==> src/rtl/aopc_pkg.sv <==
/*
 * Shared constants and carrier types for the converter output port control.
 * Assumes one 25 MHz system clock and a synchronous active-low reset.
 */
package aopc_pkg;

	localparam int unsigned RES_W       = 12;
	localparam int unsigned TOP_BIT     = 11;
	localparam int unsigned FIFO_DEPTH  = 8;
	localparam int unsigned CLK_NS      = 40;
	// Conversion clock period in ns and its cycle count (rounded down, at least one).
	localparam int unsigned CONV_NS     = 1000;
	localparam int unsigned CONV_CYC    = (CONV_NS / CLK_NS) < 1 ? 1 : (CONV_NS / CLK_NS);
	localparam int unsigned HALF_CYC    = CONV_CYC / 2;
	// Pipeline stages between the held sample and the result register, each advanced once per conversion period.
	localparam int unsigned PIPE_STAGES = 2;
	localparam logic [11:0] RESULT_RST  = 12'h000;

	typedef logic [RES_W-1:0] aopc_word_t;

	typedef struct packed {
		aopc_word_t d;    // Result bits.
		logic       oe_n; // High means every result bit is released.
	} aopc_bus_t;

	typedef enum logic [0:0] {
		AOPC_SAMPLE,
		AOPC_HOLD
	} aopc_phase_t;

endpackage : aopc_pkg

==> src/rtl/aopc_fifo.sv <==
/*
 * Parameterised valid/ready FIFO for converter results.
 * Assumes both sides run on clk_i; reset is synchronous and active low.
 */
`timescale 1ns/1ps
module aopc_fifo #(
	parameter int unsigned W = 12,
	parameter int unsigned D = 8
) (
	input  wire logic         clk_i,     // System clock.
	input  wire logic         rstn_i,    // Synchronous reset, active low.
	input  wire logic         in_vld_i,  // Write request.
	output logic              in_rdy_o,  // Space available.
	input  wire logic [W-1:0] in_dat_i,  // Write data.
	output logic              out_vld_o, // Data available.
	input  wire logic         out_rdy_i, // Reader accepts.
	output logic      [W-1:0] out_dat_o  // Head word.
);
	localparam int unsigned AW = $clog2(D);

	logic [W-1:0]  mem [D];
	logic [AW-1:0] wp_q, wp_d, rp_q, rp_d;
	logic [AW:0]   cnt_q, cnt_d;
	logic          wr, rd;

	assign in_rdy_o  = (cnt_q != (AW+1)'(D));
	assign out_vld_o = (cnt_q != '0);
	assign out_dat_o = mem[rp_q];
	assign wr        = in_vld_i && in_rdy_o;
	assign rd        = out_vld_o && out_rdy_i;

	always_comb
	begin
		wp_d  = wr ? AW'(wp_q + 1'b1) : wp_q;
		rp_d  = rd ? AW'(rp_q + 1'b1) : rp_q;
		cnt_d = cnt_q;
		if (wr && !rd)
			cnt_d = (AW+1)'(cnt_q + 1'b1);
		else if (rd && !wr)
			cnt_d = (AW+1)'(cnt_q - 1'b1);
	end

	always_ff @(posedge clk_i)
	begin
		if (!rstn_i)
		begin
			wp_q  <= '0;
			rp_q  <= '0;
			cnt_q <= '0;
		end
		else
		begin
			wp_q  <= wp_d;
			rp_q  <= rp_d;
			cnt_q <= cnt_d;
		end
	end

	always_ff @(posedge clk_i)
	begin
		if (wr)
			mem[wp_q] <= in_dat_i;
	end

	property p_no_overflow;
		@(posedge clk_i) disable iff (!rstn_i)
		cnt_q <= (AW+1)'(D);
	endproperty
	a_no_overflow: assert property (p_no_overflow) else $error("FIFO count above depth.");

endmodule : aopc_fifo

==> src/rtl/aopc_port.sv <==
/*
 * Output port control of a 12-bit sampling converter: conversion phase timing,
 * format select, output register and three-state result bus.
 * Assumes core samples arrive on the system clock; pins are synchronised here.
 */
`timescale 1ns/1ps
module aopc_port (
	input  wire logic               clk_i,         // System clock, 25 MHz.
	input  wire logic               rstn_i,        // Synchronous reset, active low.
	input  wire logic               oe_n_i,        // Output enable pin, active low.
	input  wire logic               oe_n_pin_en_i, // High when oe pin is connected.
	input  wire logic               msb_invert_select_i, // Format pin, high inverts top bit.
	input  wire logic               fmt_pin_en_i,  // High when format pin is connected.
	input  wire aopc_pkg::aopc_word_t ain_i,       // Core sample value.
	output logic                    sample_window_o, // High while sampling.
	output aopc_pkg::aopc_word_t    result_bus_o,  // Result bus value.
	output logic [11:0]             result_bus_oe_n_o, // Per-bit enable, low drives.
	output logic                    result_vld_o,  // Result strobe toward FIFO.
	output logic                    fifo_ovf_o     // FIFO refused a result.
);
	logic                 oe_s1_q, oe_s2_q, fmt_s1_q, fmt_s2_q;
	logic                 oe_eff, fmt_eff;
	logic [4:0]           div_q, div_d;
	aopc_pkg::aopc_phase_t ph_q, ph_d;
	aopc_pkg::aopc_word_t held_q, held_d;
	aopc_pkg::aopc_word_t pipe_q [aopc_pkg::PIPE_STAGES];
	aopc_pkg::aopc_word_t pipe_d [aopc_pkg::PIPE_STAGES];
	aopc_pkg::aopc_word_t res_q, res_d;
	logic [aopc_pkg::PIPE_STAGES-1:0] fill_q, fill_d;
	logic                 ld_q, ld_d, ovf_q, ovf_d;
	logic                 period_end, hold_edge, in_rdy;
	aopc_pkg::aopc_bus_t  bus;

	function automatic aopc_pkg::aopc_word_t fmt_word(input aopc_pkg::aopc_word_t w,
		input logic inv);
		fmt_word = w;
		fmt_word[aopc_pkg::TOP_BIT] = w[aopc_pkg::TOP_BIT] ^ inv;
	endfunction : fmt_word

	// Pins pass two flip-flops before use.
	always_ff @(posedge clk_i)
	begin
		oe_s1_q  <= oe_n_i;
		oe_s2_q  <= oe_s1_q;
		fmt_s1_q <= msb_invert_select_i;
		fmt_s2_q <= fmt_s1_q;
	end

	assign oe_eff  = oe_n_pin_en_i && oe_s2_q;
	assign fmt_eff = fmt_pin_en_i && fmt_s2_q;

	assign period_end = (div_q == 5'(aopc_pkg::CONV_CYC - 1));
	assign hold_edge  = (ph_q == aopc_pkg::AOPC_SAMPLE) &&
		(div_q == 5'(aopc_pkg::HALF_CYC - 1));

	always_comb
	begin
		div_d  = period_end ? 5'h00 : 5'(div_q + 1'b1);
		ph_d   = ph_q;
		held_d = held_q;
		pipe_d = pipe_q;
		fill_d = fill_q;
		res_d  = res_q;
		ld_d   = 1'b0;
		if (hold_edge)
			ph_d = aopc_pkg::AOPC_HOLD;
		else if (period_end)
			ph_d = aopc_pkg::AOPC_SAMPLE;
		if (hold_edge)
			held_d = ain_i;
		if (period_end)
		begin
			pipe_d[0] = held_q;
			for (int i = 1; i < aopc_pkg::PIPE_STAGES; i++)
				pipe_d[i] = pipe_q[i-1];
			fill_d = {fill_q[aopc_pkg::PIPE_STAGES-2:0], 1'b1};
			if (fill_q[aopc_pkg::PIPE_STAGES-1])
			begin
				res_d = fmt_word(pipe_q[aopc_pkg::PIPE_STAGES-1], fmt_eff);
				ld_d  = 1'b1;
			end
		end
	end

	always_ff @(posedge clk_i)
	begin
		if (!rstn_i)
		begin
			div_q  <= 5'h00;
			ph_q   <= aopc_pkg::AOPC_SAMPLE;
			held_q <= aopc_pkg::RESULT_RST;
			for (int i = 0; i < aopc_pkg::PIPE_STAGES; i++)
				pipe_q[i] <= aopc_pkg::RESULT_RST;
			fill_q <= '0;
			res_q  <= aopc_pkg::RESULT_RST;
			ld_q   <= 1'b0;
		end
		else
		begin
			div_q  <= div_d;
			ph_q   <= ph_d;
			held_q <= held_d;
			pipe_q <= pipe_d;
			fill_q <= fill_d;
			res_q  <= res_d;
			ld_q   <= ld_d;
		end
	end

	aopc_fifo #(
		.W(aopc_pkg::RES_W),
		.D(aopc_pkg::FIFO_DEPTH)
	) u_fifo (
		.clk_i     (clk_i),
		.rstn_i    (rstn_i),
		.in_vld_i  (ld_q),
		.in_rdy_o  (in_rdy),
		.in_dat_i  (res_q),
		.out_vld_o (),
		.out_rdy_i (!oe_eff),
		.out_dat_o ()
	);

	// The FIFO drains only while the bus is enabled; a full FIFO flags a lost result.
	always_comb
	begin
		ovf_d = ovf_q | (ld_q & ~in_rdy);
	end

	always_ff @(posedge clk_i)
	begin
		if (!rstn_i)
			ovf_q <= 1'b0;
		else
			ovf_q <= ovf_d;
	end

	assign bus = {res_q, oe_eff};
	assign result_bus_o      = bus.d;
	assign result_bus_oe_n_o = {aopc_pkg::RES_W{bus.oe_n}};
	assign sample_window_o   = (ph_q == aopc_pkg::AOPC_SAMPLE);
	assign result_vld_o      = ld_q;
	assign fifo_ovf_o        = ovf_q;

	property p_release;
		@(posedge clk_i) disable iff (!rstn_i)
		(oe_n_pin_en_i && oe_s2_q) |-> result_bus_oe_n_o == 12'hfff;
	endproperty
	a_release: assert property (p_release) else $error("Bus not released.");

	property p_drive;
		@(posedge clk_i) disable iff (!rstn_i)
		!oe_eff |-> (result_bus_oe_n_o == 12'h000 && result_bus_o == res_q);
	endproperty
	a_drive: assert property (p_drive) else $error("Bus not driven.");

	property p_float;
		@(posedge clk_i) disable iff (!rstn_i)
		(!oe_n_pin_en_i && !fmt_pin_en_i) |-> (!oe_eff && !fmt_eff);
	endproperty
	a_float: assert property (p_float) else $error("Open pin not low.");

	property p_load_hiz;
		@(posedge clk_i) disable iff (!rstn_i)
		(period_end && fill_q[aopc_pkg::PIPE_STAGES-1] && oe_eff) |=> ld_q;
	endproperty
	a_load_hiz: assert property (p_load_hiz) else $error("No load in high Z.");

	property p_window;
		@(posedge clk_i) disable iff (!rstn_i)
		$fell(sample_window_o) |-> ##13 $rose(sample_window_o);
	endproperty
	a_window: assert property (p_window) else $error("Window timing wrong.");

	property p_capture;
		@(posedge clk_i) disable iff (!rstn_i)
		hold_edge |=> held_q == $past(ain_i);
	endproperty
	a_capture: assert property (p_capture) else $error("Wrong sample held.");

	property p_format;
		@(posedge clk_i) disable iff (!rstn_i)
		ld_d |=> (res_q[10:0] == $past(pipe_q[1][10:0])) &&
			(res_q[11] == ($past(pipe_q[1][11]) ^ $past(fmt_eff)));
	endproperty
	a_format: assert property (p_format) else $error("Format wrong.");

	property p_rate;
		@(posedge clk_i) disable iff (!rstn_i)
		ld_q |-> ##25 ld_q;
	endproperty
	a_rate: assert property (p_rate) else $error("Load rate wrong.");

	c_load:   cover property (@(posedge clk_i) disable iff (!rstn_i) ld_q);
	c_hiz:    cover property (@(posedge clk_i) disable iff (!rstn_i) ld_q && oe_eff);
	c_invert: cover property (@(posedge clk_i) disable iff (!rstn_i) ld_q && fmt_eff);
	c_ovf:    cover property (@(posedge clk_i) disable iff (!rstn_i) $rose(fifo_ovf_o));

endmodule : aopc_port

==> config.mk <==
export PLATFORM = sky130hd
export DESIGN_NAME = aopc_port
export DESIGN_NICKNAME = d
export VERILOG_FILES = /design/src/rtl/aopc_pkg.sv /design/src/rtl/aopc_fifo.sv /design/src/rtl/aopc_port.sv
export SDC_FILE = /design/constraint.sdc
export NUM_CORES = 1
export LEC_CHECK = 0
export ABC_AREA = 0
export BUFFER_PORTS_ARGS = -buffer_cell sky130_fd_sc_hd__buf_2
export CORE_UTILIZATION = 45
export CTS_BUF_LIST = sky130_fd_sc_hd__clkbuf_2 sky130_fd_sc_hd__clkbuf_4 sky130_fd_sc_hd__clkbuf_8
export DETAILED_ROUTE_END_ITERATION = 12
export GPL_ROUTABILITY_DRIVEN = 0
export PLACE_DENSITY = 0.76
export SLEW_MARGIN = 20
export SYNTH_ARGS = -nofsm -noshare
export SYNTH_HDL_FRONTEND = slang
export SYNTH_SLANG_ARGS = --single-unit
==> constraint.sdc <==
create_clock -name clk_i -period 5.45 [get_ports clk_i]
set_clock_uncertainty 0.15 [all_clocks]
set_input_delay 0.8175 -clock clk_i [delete_from_list [all_inputs] [get_ports clk_i]]
set_output_delay 0.8175 -clock clk_i [all_outputs]
set_load 0.03 [all_outputs]
==> results.md, run 1 <==
* Outcome: finished clean
* Rel. slew slack at 34.70%
* Final setup viols at 0
* Std-Cell Rows at 26
* CP Class: in2reg
* EDFF count, synth at 0
* Yosys top cell area share at 54.46%
* Post-synthesis register bit count at 66
* CP max-delay cell: ha_1
* Initial core utilization at 47.20%
* Layout cells sized above 1 at 23.22%
* R2R cell count at 9
* Multi-input gate area in the final layout at 899.6 µm²
* Routed wire per std cell at 12.12 µm
* Post-CTS setup buffers at 0
* Cts repair resizes at 0
* Final WL at 4084 µm
* Ys async rst share at 0%
* CTS Root Cell: clkbuf_8
* Synth area leaders: dfxtp_1 54%, a22o_1 9.0%, mux2i_1 6.2%
* CP endpoint kind: flip-flop
* Most common cell in the netlist: dfxtp_1
* Final hold slack at 180.0 ps
* Most frequent CP cell: ha_1
* Storage element area at 1321 µm²
* DR pass1 iterations at 4
* Layout Utilization at 53.87%
* Fill cells at 473
* CTS tree: done
* Cells after Synth at 234
* P&R area growth vs syn at 14.13%
* Most used DFF post-synth: dfxtp_1
* Grt ovf at 0
* Core Area at 5140 µm²
* Synthesized area at 2426 µm²
* YS warnings at 0
* # DRC at 0
* Sequential share of the synthesized area at 54.46%
* Fmax achieved at 399.0 MHz
* Final hold violations at 0
* Clock Sinks at 66
* Antenna violations before repair at 0
* Clk_lat worst skew at 330 ps
* ANT nets after route at 0
* Most frequent cells after synthesis: 66 x dfxtp_1, 25 x a22o_1, 25 x nor2_1
* Worst-path cell chain: buf_2 > and2_1 > a21o_1 > ha_1 > inv_1 > ha_1 > a21oi_1 > a211oi_1 > a31oi_1 > mux2i_1
* First-pass GRT wire length at 6568 µm
* Largest net degree at the start of global routing at 31
* Least-Margin Pin Slew at 978.4 ps
* DR vias/cell at 4.950
* Setup TNS at 0 ps
* Syn Area/Cell at 10.37 µm²
* Layout Nets at 286
* Chip width at 75.43 µm
* Crit share post-route at 45.99%
* Fin crit period at 2506 ps
* Max H-tree Level at 3
* CTS max path bufs at 2
* Number of global-route vias before repair at 1,459
* Arrival time worst endpoint at 2620 ps
* Hold path depth at 0
* # Max-Cap Violations at 0
* Worst setup SP type: input pin
* RSZ-0062 raised after global routing: false
* GRT Total Usage at 15.79%
* Yosys top cell by area: dfxtp_1
* Port Buffers at 44
* Routed vias at 1,668
* HPWL Detailed at 2693 µm
* Num CTS Buffers at 9
* Die area at 5689 µm²
* Diode count at 0
* Maximum vdd ir drop at 153.7 µV
* Post-synth cell types at 29
* Leak at 1.164 nW
* DR iter-0 viols at 97
* Worst EP required at 5560 ps
* Pre-CTS WS at 2604 ps
* Max Slew Vio Count at 0
* Synthesized Nets at 258
* Max stage delay on crit path at 290 ps
* Setup ws final at 2944 ps
* CTS clk-pin slew, worst paths at 70 ps
* Top Ports at 45
* Die height at 75.43 µm
* Pwr dens at 382.9 nW/µm²
* Worst-path fanout max at 13
* Hold WC Path Type: reg2reg
* Hold buffer count at cts at 0
[where the power goes]
group,internal (mW),total [mW],switching [mW],leakage [nW]
clock,0.267,0.440,0.174,0.116
sequential,0.496,0.510,0.0143,0.534
combinational,0.0472,0.110,0.0623,0.514
total,0.810,1.06,0.250,1.16
[logic make-up after synthesis]
family | share of synthesized area (%)
adders and majority gates | 3.404
xor gates and xnor gates | 2.166
and+or+nand+nor | 11.66
muxes | 6.189
DFF | 54.46
AOI/OAI and AO/OA | 13.67
buffers and inverters | 8.458
[flip-flops by register name, summed over array words and instances (netlist names)]
name and flops:
pipe_q 24, held_q 12, result_bus_o 12, div_q 5, u_fifo.cnt_q 4, fill_q 2
fifo_ovf_o 1, fmt_s1_q 1, fmt_s2_q 1, oe_s1_q 1, oe_s2_q 1, ph_q 1
result_vld_o 1
[through the flow]
| stage | instance area, µm² | std cells | power, mW |
|---|---|---|---|
| after floorplan | 2426 | 234 | 0.6078 |
| after global placement | 2551 | 321 | 0.6235 |
| after detailed placement | 2551 | 321 | 0.6296 |
| after CTS | 2769 | 337 | 1.070 |
| after global routing | 2769 | 337 | 1.106 |
| final | 2769 | 337 | 1.060 |
[critical path, delay by kind of cell]
| kind | cells | cell delay (ps) |
|---|---|---|
| muxes | 1 | 190 |
| and+or+nand+nor | 1 | 230 |
| buffers and inverters | 2 | 220 |
| AOI/OAI and AO/OA | 4 | 670 |
| adders and majority gates | 2 | 490 |
[per-layer routing]
metal	vias to the layer above	part of all wire, %	GRT usage (%)	wire length [µm]
met5	-	0	0	0
met4	0	2.3	9.259	92
met3	10	5.5	4.630	226
met2	48	42	23.51	1705
met1	757	50	20.40	2060
li1	853	-	-	-
[worst paths after layout]
path / startpoint / to / slack (ps)
worst max-delay path: oe_n_pin_en_i / u_fifo.cnt_q[3] / 2940
worst min-delay path: oe_s1_q / oe_s2_q / 180
worst max register to register: u_fifo.cnt_q[0] / u_fifo.cnt_q[3] / 3080
worst min register to register: oe_s1_q / oe_s2_q / 180
[cell usage in the layout, fill, tap and decap left out, types with 2 or more instances in the layout]
| cell type | instances |
|---|---|
| dfxtp_1 | 66 |
| clkbuf_8 | 10 |
| buf_2 | 44 |
| and2_1 | 2 |
| inv_1 | 6 |
| nand2_1 | 16 |
| nand3_1 | 14 |
| a31oi_1 | 2 |
| and4b_1 | 2 |
| a21oi_1 | 13 |
| xnor2_1 | 3 |
| xor2_1 | 3 |
| clkinv_2 | 4 |
| ha_1 | 5 |
| mux2i_1 | 15 |
| a22o_1 | 25 |
| bufinv_16 | 2 |
| nor2_1 | 25 |
[final cells by class]
class,instances,area share [%]
Multi-Input combinational cell,135,32.49
Clock inverter,6,2.892
Inverter,6,0.8134
Sequential cell,66,47.72
Clock buffer,10,4.971
Timing Repair Buffer,44,7.953
Tap cell,70,3.163
(Power assumes the default switching activity.)
==> run 2: changes to the inputs <==
- PLACE_DENSITY: 0.76 -> 0.78
- clock period: 5.45 -> 2.15 ns (I/O delays scaled with it)
==> results.md, run 2 (same netlist as run 1, synthesis figures left out) <==
* CTS max path bufs at 2 (unchanged)
* Least-Margin Pin Slew at 570.8 ps (-407.6 ps)
* CP endpoint kind: flip-flop
* Worst R2R Start: u_fifo.cnt_q[1]
* Routed vias at 1,755 (+5.2%)
* Final instance area at 2960 µm² (+6.9%)
* Layout cells sized above 1 at 31.23% (+8.0 points)
* Commonest non-fill, non-tap cells in the layout: 64 x dfxtp_1, 44 x buf_2, 25 x nor2_1, 25 x a22o_1
* Antenna violations before repair at 0 (unchanged)
* DR vias/cell at 4.944 (-0.12%)
* GRT Total Usage at 17.34% (+1.6 points)
* CTS tree: done
* Routed wire per std cell at 12.79 µm (+5.5%)
* Min-Delay Startpoint: ain_i[5]
* Most common cell after layout, fill and taps aside: dfxtp_1
* Final setup viols at 0 (unchanged)
* Layout Nets at 304 (+6.3%)
* Fill cells at 474 (+0.21%)
* Arrival time worst endpoint at 2210 ps (-410 ps)
* Most flops, register: pipe_q
* Initial core utilization at 47.20% (unchanged)
* Num CTS Buffers at 9 (unchanged)
* Largest net degree at the start of global routing at 30 (-3.2%)
* Worst setup SP type: flip-flop
* Internal reg-to-reg setup slack at 2 ps (-3080 ps)
* Port Buffers at 44 (unchanged)
* Max FFs per register at 24 (unchanged)
* Clk_lat worst skew at 330 ps (about the same)
* Maximum vdd ir drop at 563.4 µV (+270%)
* Max Slew Vio Count at 0 (unchanged)
* DR iter-0 viols at 78 (-20%)
* Pre-CTS WS at -186.6 ps (-2790 ps)
* Worst EP required at 2210 ps (-3350 ps)
* Final hold violations at 0 (unchanged)
* Die area at 5689 µm² (unchanged)
* Pwr dens at 929.1 nW/µm² (+140%)
* Core Area at 5140 µm² (unchanged)
* Post-DP Area at 2658 µm² (+4.2%)
* First-pass GRT wire length at 7265 µm (+11%)
* Leak at 1.247 nW (+7.1%)
* RSZ-0062 raised after global routing: true
* CP Class: reg2reg
* Chip width at 75.43 µm (unchanged)
* CTS Root Cell: clkbuf_8
* P&R area growth vs syn at 22.02%
* DR pass1 iterations at 5 (+1)
* R2R cell count at 10 (+1)
* Outcome: finished clean
* HPWL Detailed at 2951 µm (+9.6%)
* Clock Sinks at 66 (unchanged)
* Hold Path End: held_q[5]
* Std-Cell Rows at 26 (unchanged)
* Worst-path fanout max at 3 (-10)
* Max H-tree Level at 3 (unchanged)
* Number of global-route vias before repair at 1,640 (+12%)
* # DRC at 0 (unchanged)
* ANT nets after route at 0 (unchanged)
* Crit share post-route at 99.93%
* Fin crit period at 2148 ps
* Reg2reg end: u_fifo.cnt_q[3]
* CTS clk-pin slew, worst paths at 70 ps (about the same)
* Grt ovf at 0 (unchanged)
* Setup ws final at 1.608 ps (-2942 ps)
* # Max-Cap Violations at 0 (unchanged)
* Hold path depth at 3 (+3)
* Hold WC Path Type: in2reg
* Top Ports at 45 (unchanged)
* Rel. slew slack at 61.85% (+27 points)
* Fmax achieved at 465.5 MHz
* Die height at 75.43 µm (unchanged)
* Tot Pwr at 2.750 mW (+160%)
* Final WL at 4540 µm (+11%)
* Diode count at 0 (unchanged)
==> run 2: how the worst max path moves through the flow <==
stage | startpoint | to | slack, ps | cells after the start
2_1_floorplan | oe_n_pin_en_i | u_fifo.cnt_q[3] | 10 | 9
3_3_place_gp | oe_n_pin_en_i | u_fifo.cnt_q[3] | -50 | 10
3_5_place_dp | oe_n_pin_en_i | u_fifo.cnt_q[3] | -190 | 10
4_1_cts | u_fifo.cnt_q[2] | u_fifo.cnt_q[3] | 50 | 10
5_1_grt | u_fifo.cnt_q[1] | u_fifo.cnt_q[3] | -70 | 10
6_report | u_fifo.cnt_q[1] | u_fifo.cnt_q[3] | 2 | 10
==> run 2: critical path, cell delays in order (launching register included) <==
cell and delay, ps:
dfxtp_2 340, nor3_4 220, a21o_1 150, ha_2 190, inv_2 60, buf_4 150
ha_4 260, nand3_2 70, a211oi_2 230, a31oi_1 80, mux2i_1 130
==> run 2: repair_timing <==
item,4_1_cts,5_1_grt
pin swaps,5,3
endpoints found under the hold margin,2,0
buffers inserted,2,0
resized for setup,12,3
endpoints found under the setup margin,2,29
hold buffers,2,0
==> run 2: final cells by class <==
cell class                 count  area (µm²)  share of cell area, %
clock buffer                  13       178.9                  6.044
clock inverter                 3       21.27                 0.7185
inverter                       6       22.52                 0.7608
multi-input combinational    135       965.9                  32.63
sequential                    66        1324                  44.72
tap                           70       87.58                  2.959
timing repair buffer          62       360.3                  12.17
==> run 2: power breakdown <==
part / total (mW) / leakage, nW / internal, mW / switching, mW
combinational: 0.471 / 0.610 / 0.248 / 0.223
sequential: 1.29 / 0.535 / 1.26 / 0.0324
clock: 0.987 / 0.102 / 0.545 / 0.443
total: 2.75 / 1.25 / 2.05 / 0.698
==> run 2: routing by layer <==
metal | global-route usage [%] | vias to the layer above | share of wire, %
li1 | - | 884 | -
met1 | 21.49 | 824 | 47
met2 | 27.68 | 45 | 48
met3 | 3.968 | 2 | 4.7
met4 | 10.29 | 0 | 0.31
met5 | 0 | - | 0
==> run 2: per-stage QoR <==
step	hold slack (ps)	setup TNS [ps]	util, %	std cells
2_1_floorplan	159.6	0	-	234
3_3_place_gp	161.3	-53.74	51.70	335
3_5_place_dp	162.1	-186.6	51.70	335
4_1_cts	65.57	0	57.35	355
5_1_grt	94.35	-134.7	57.59	355
6_report	74.56	0	57.59	355
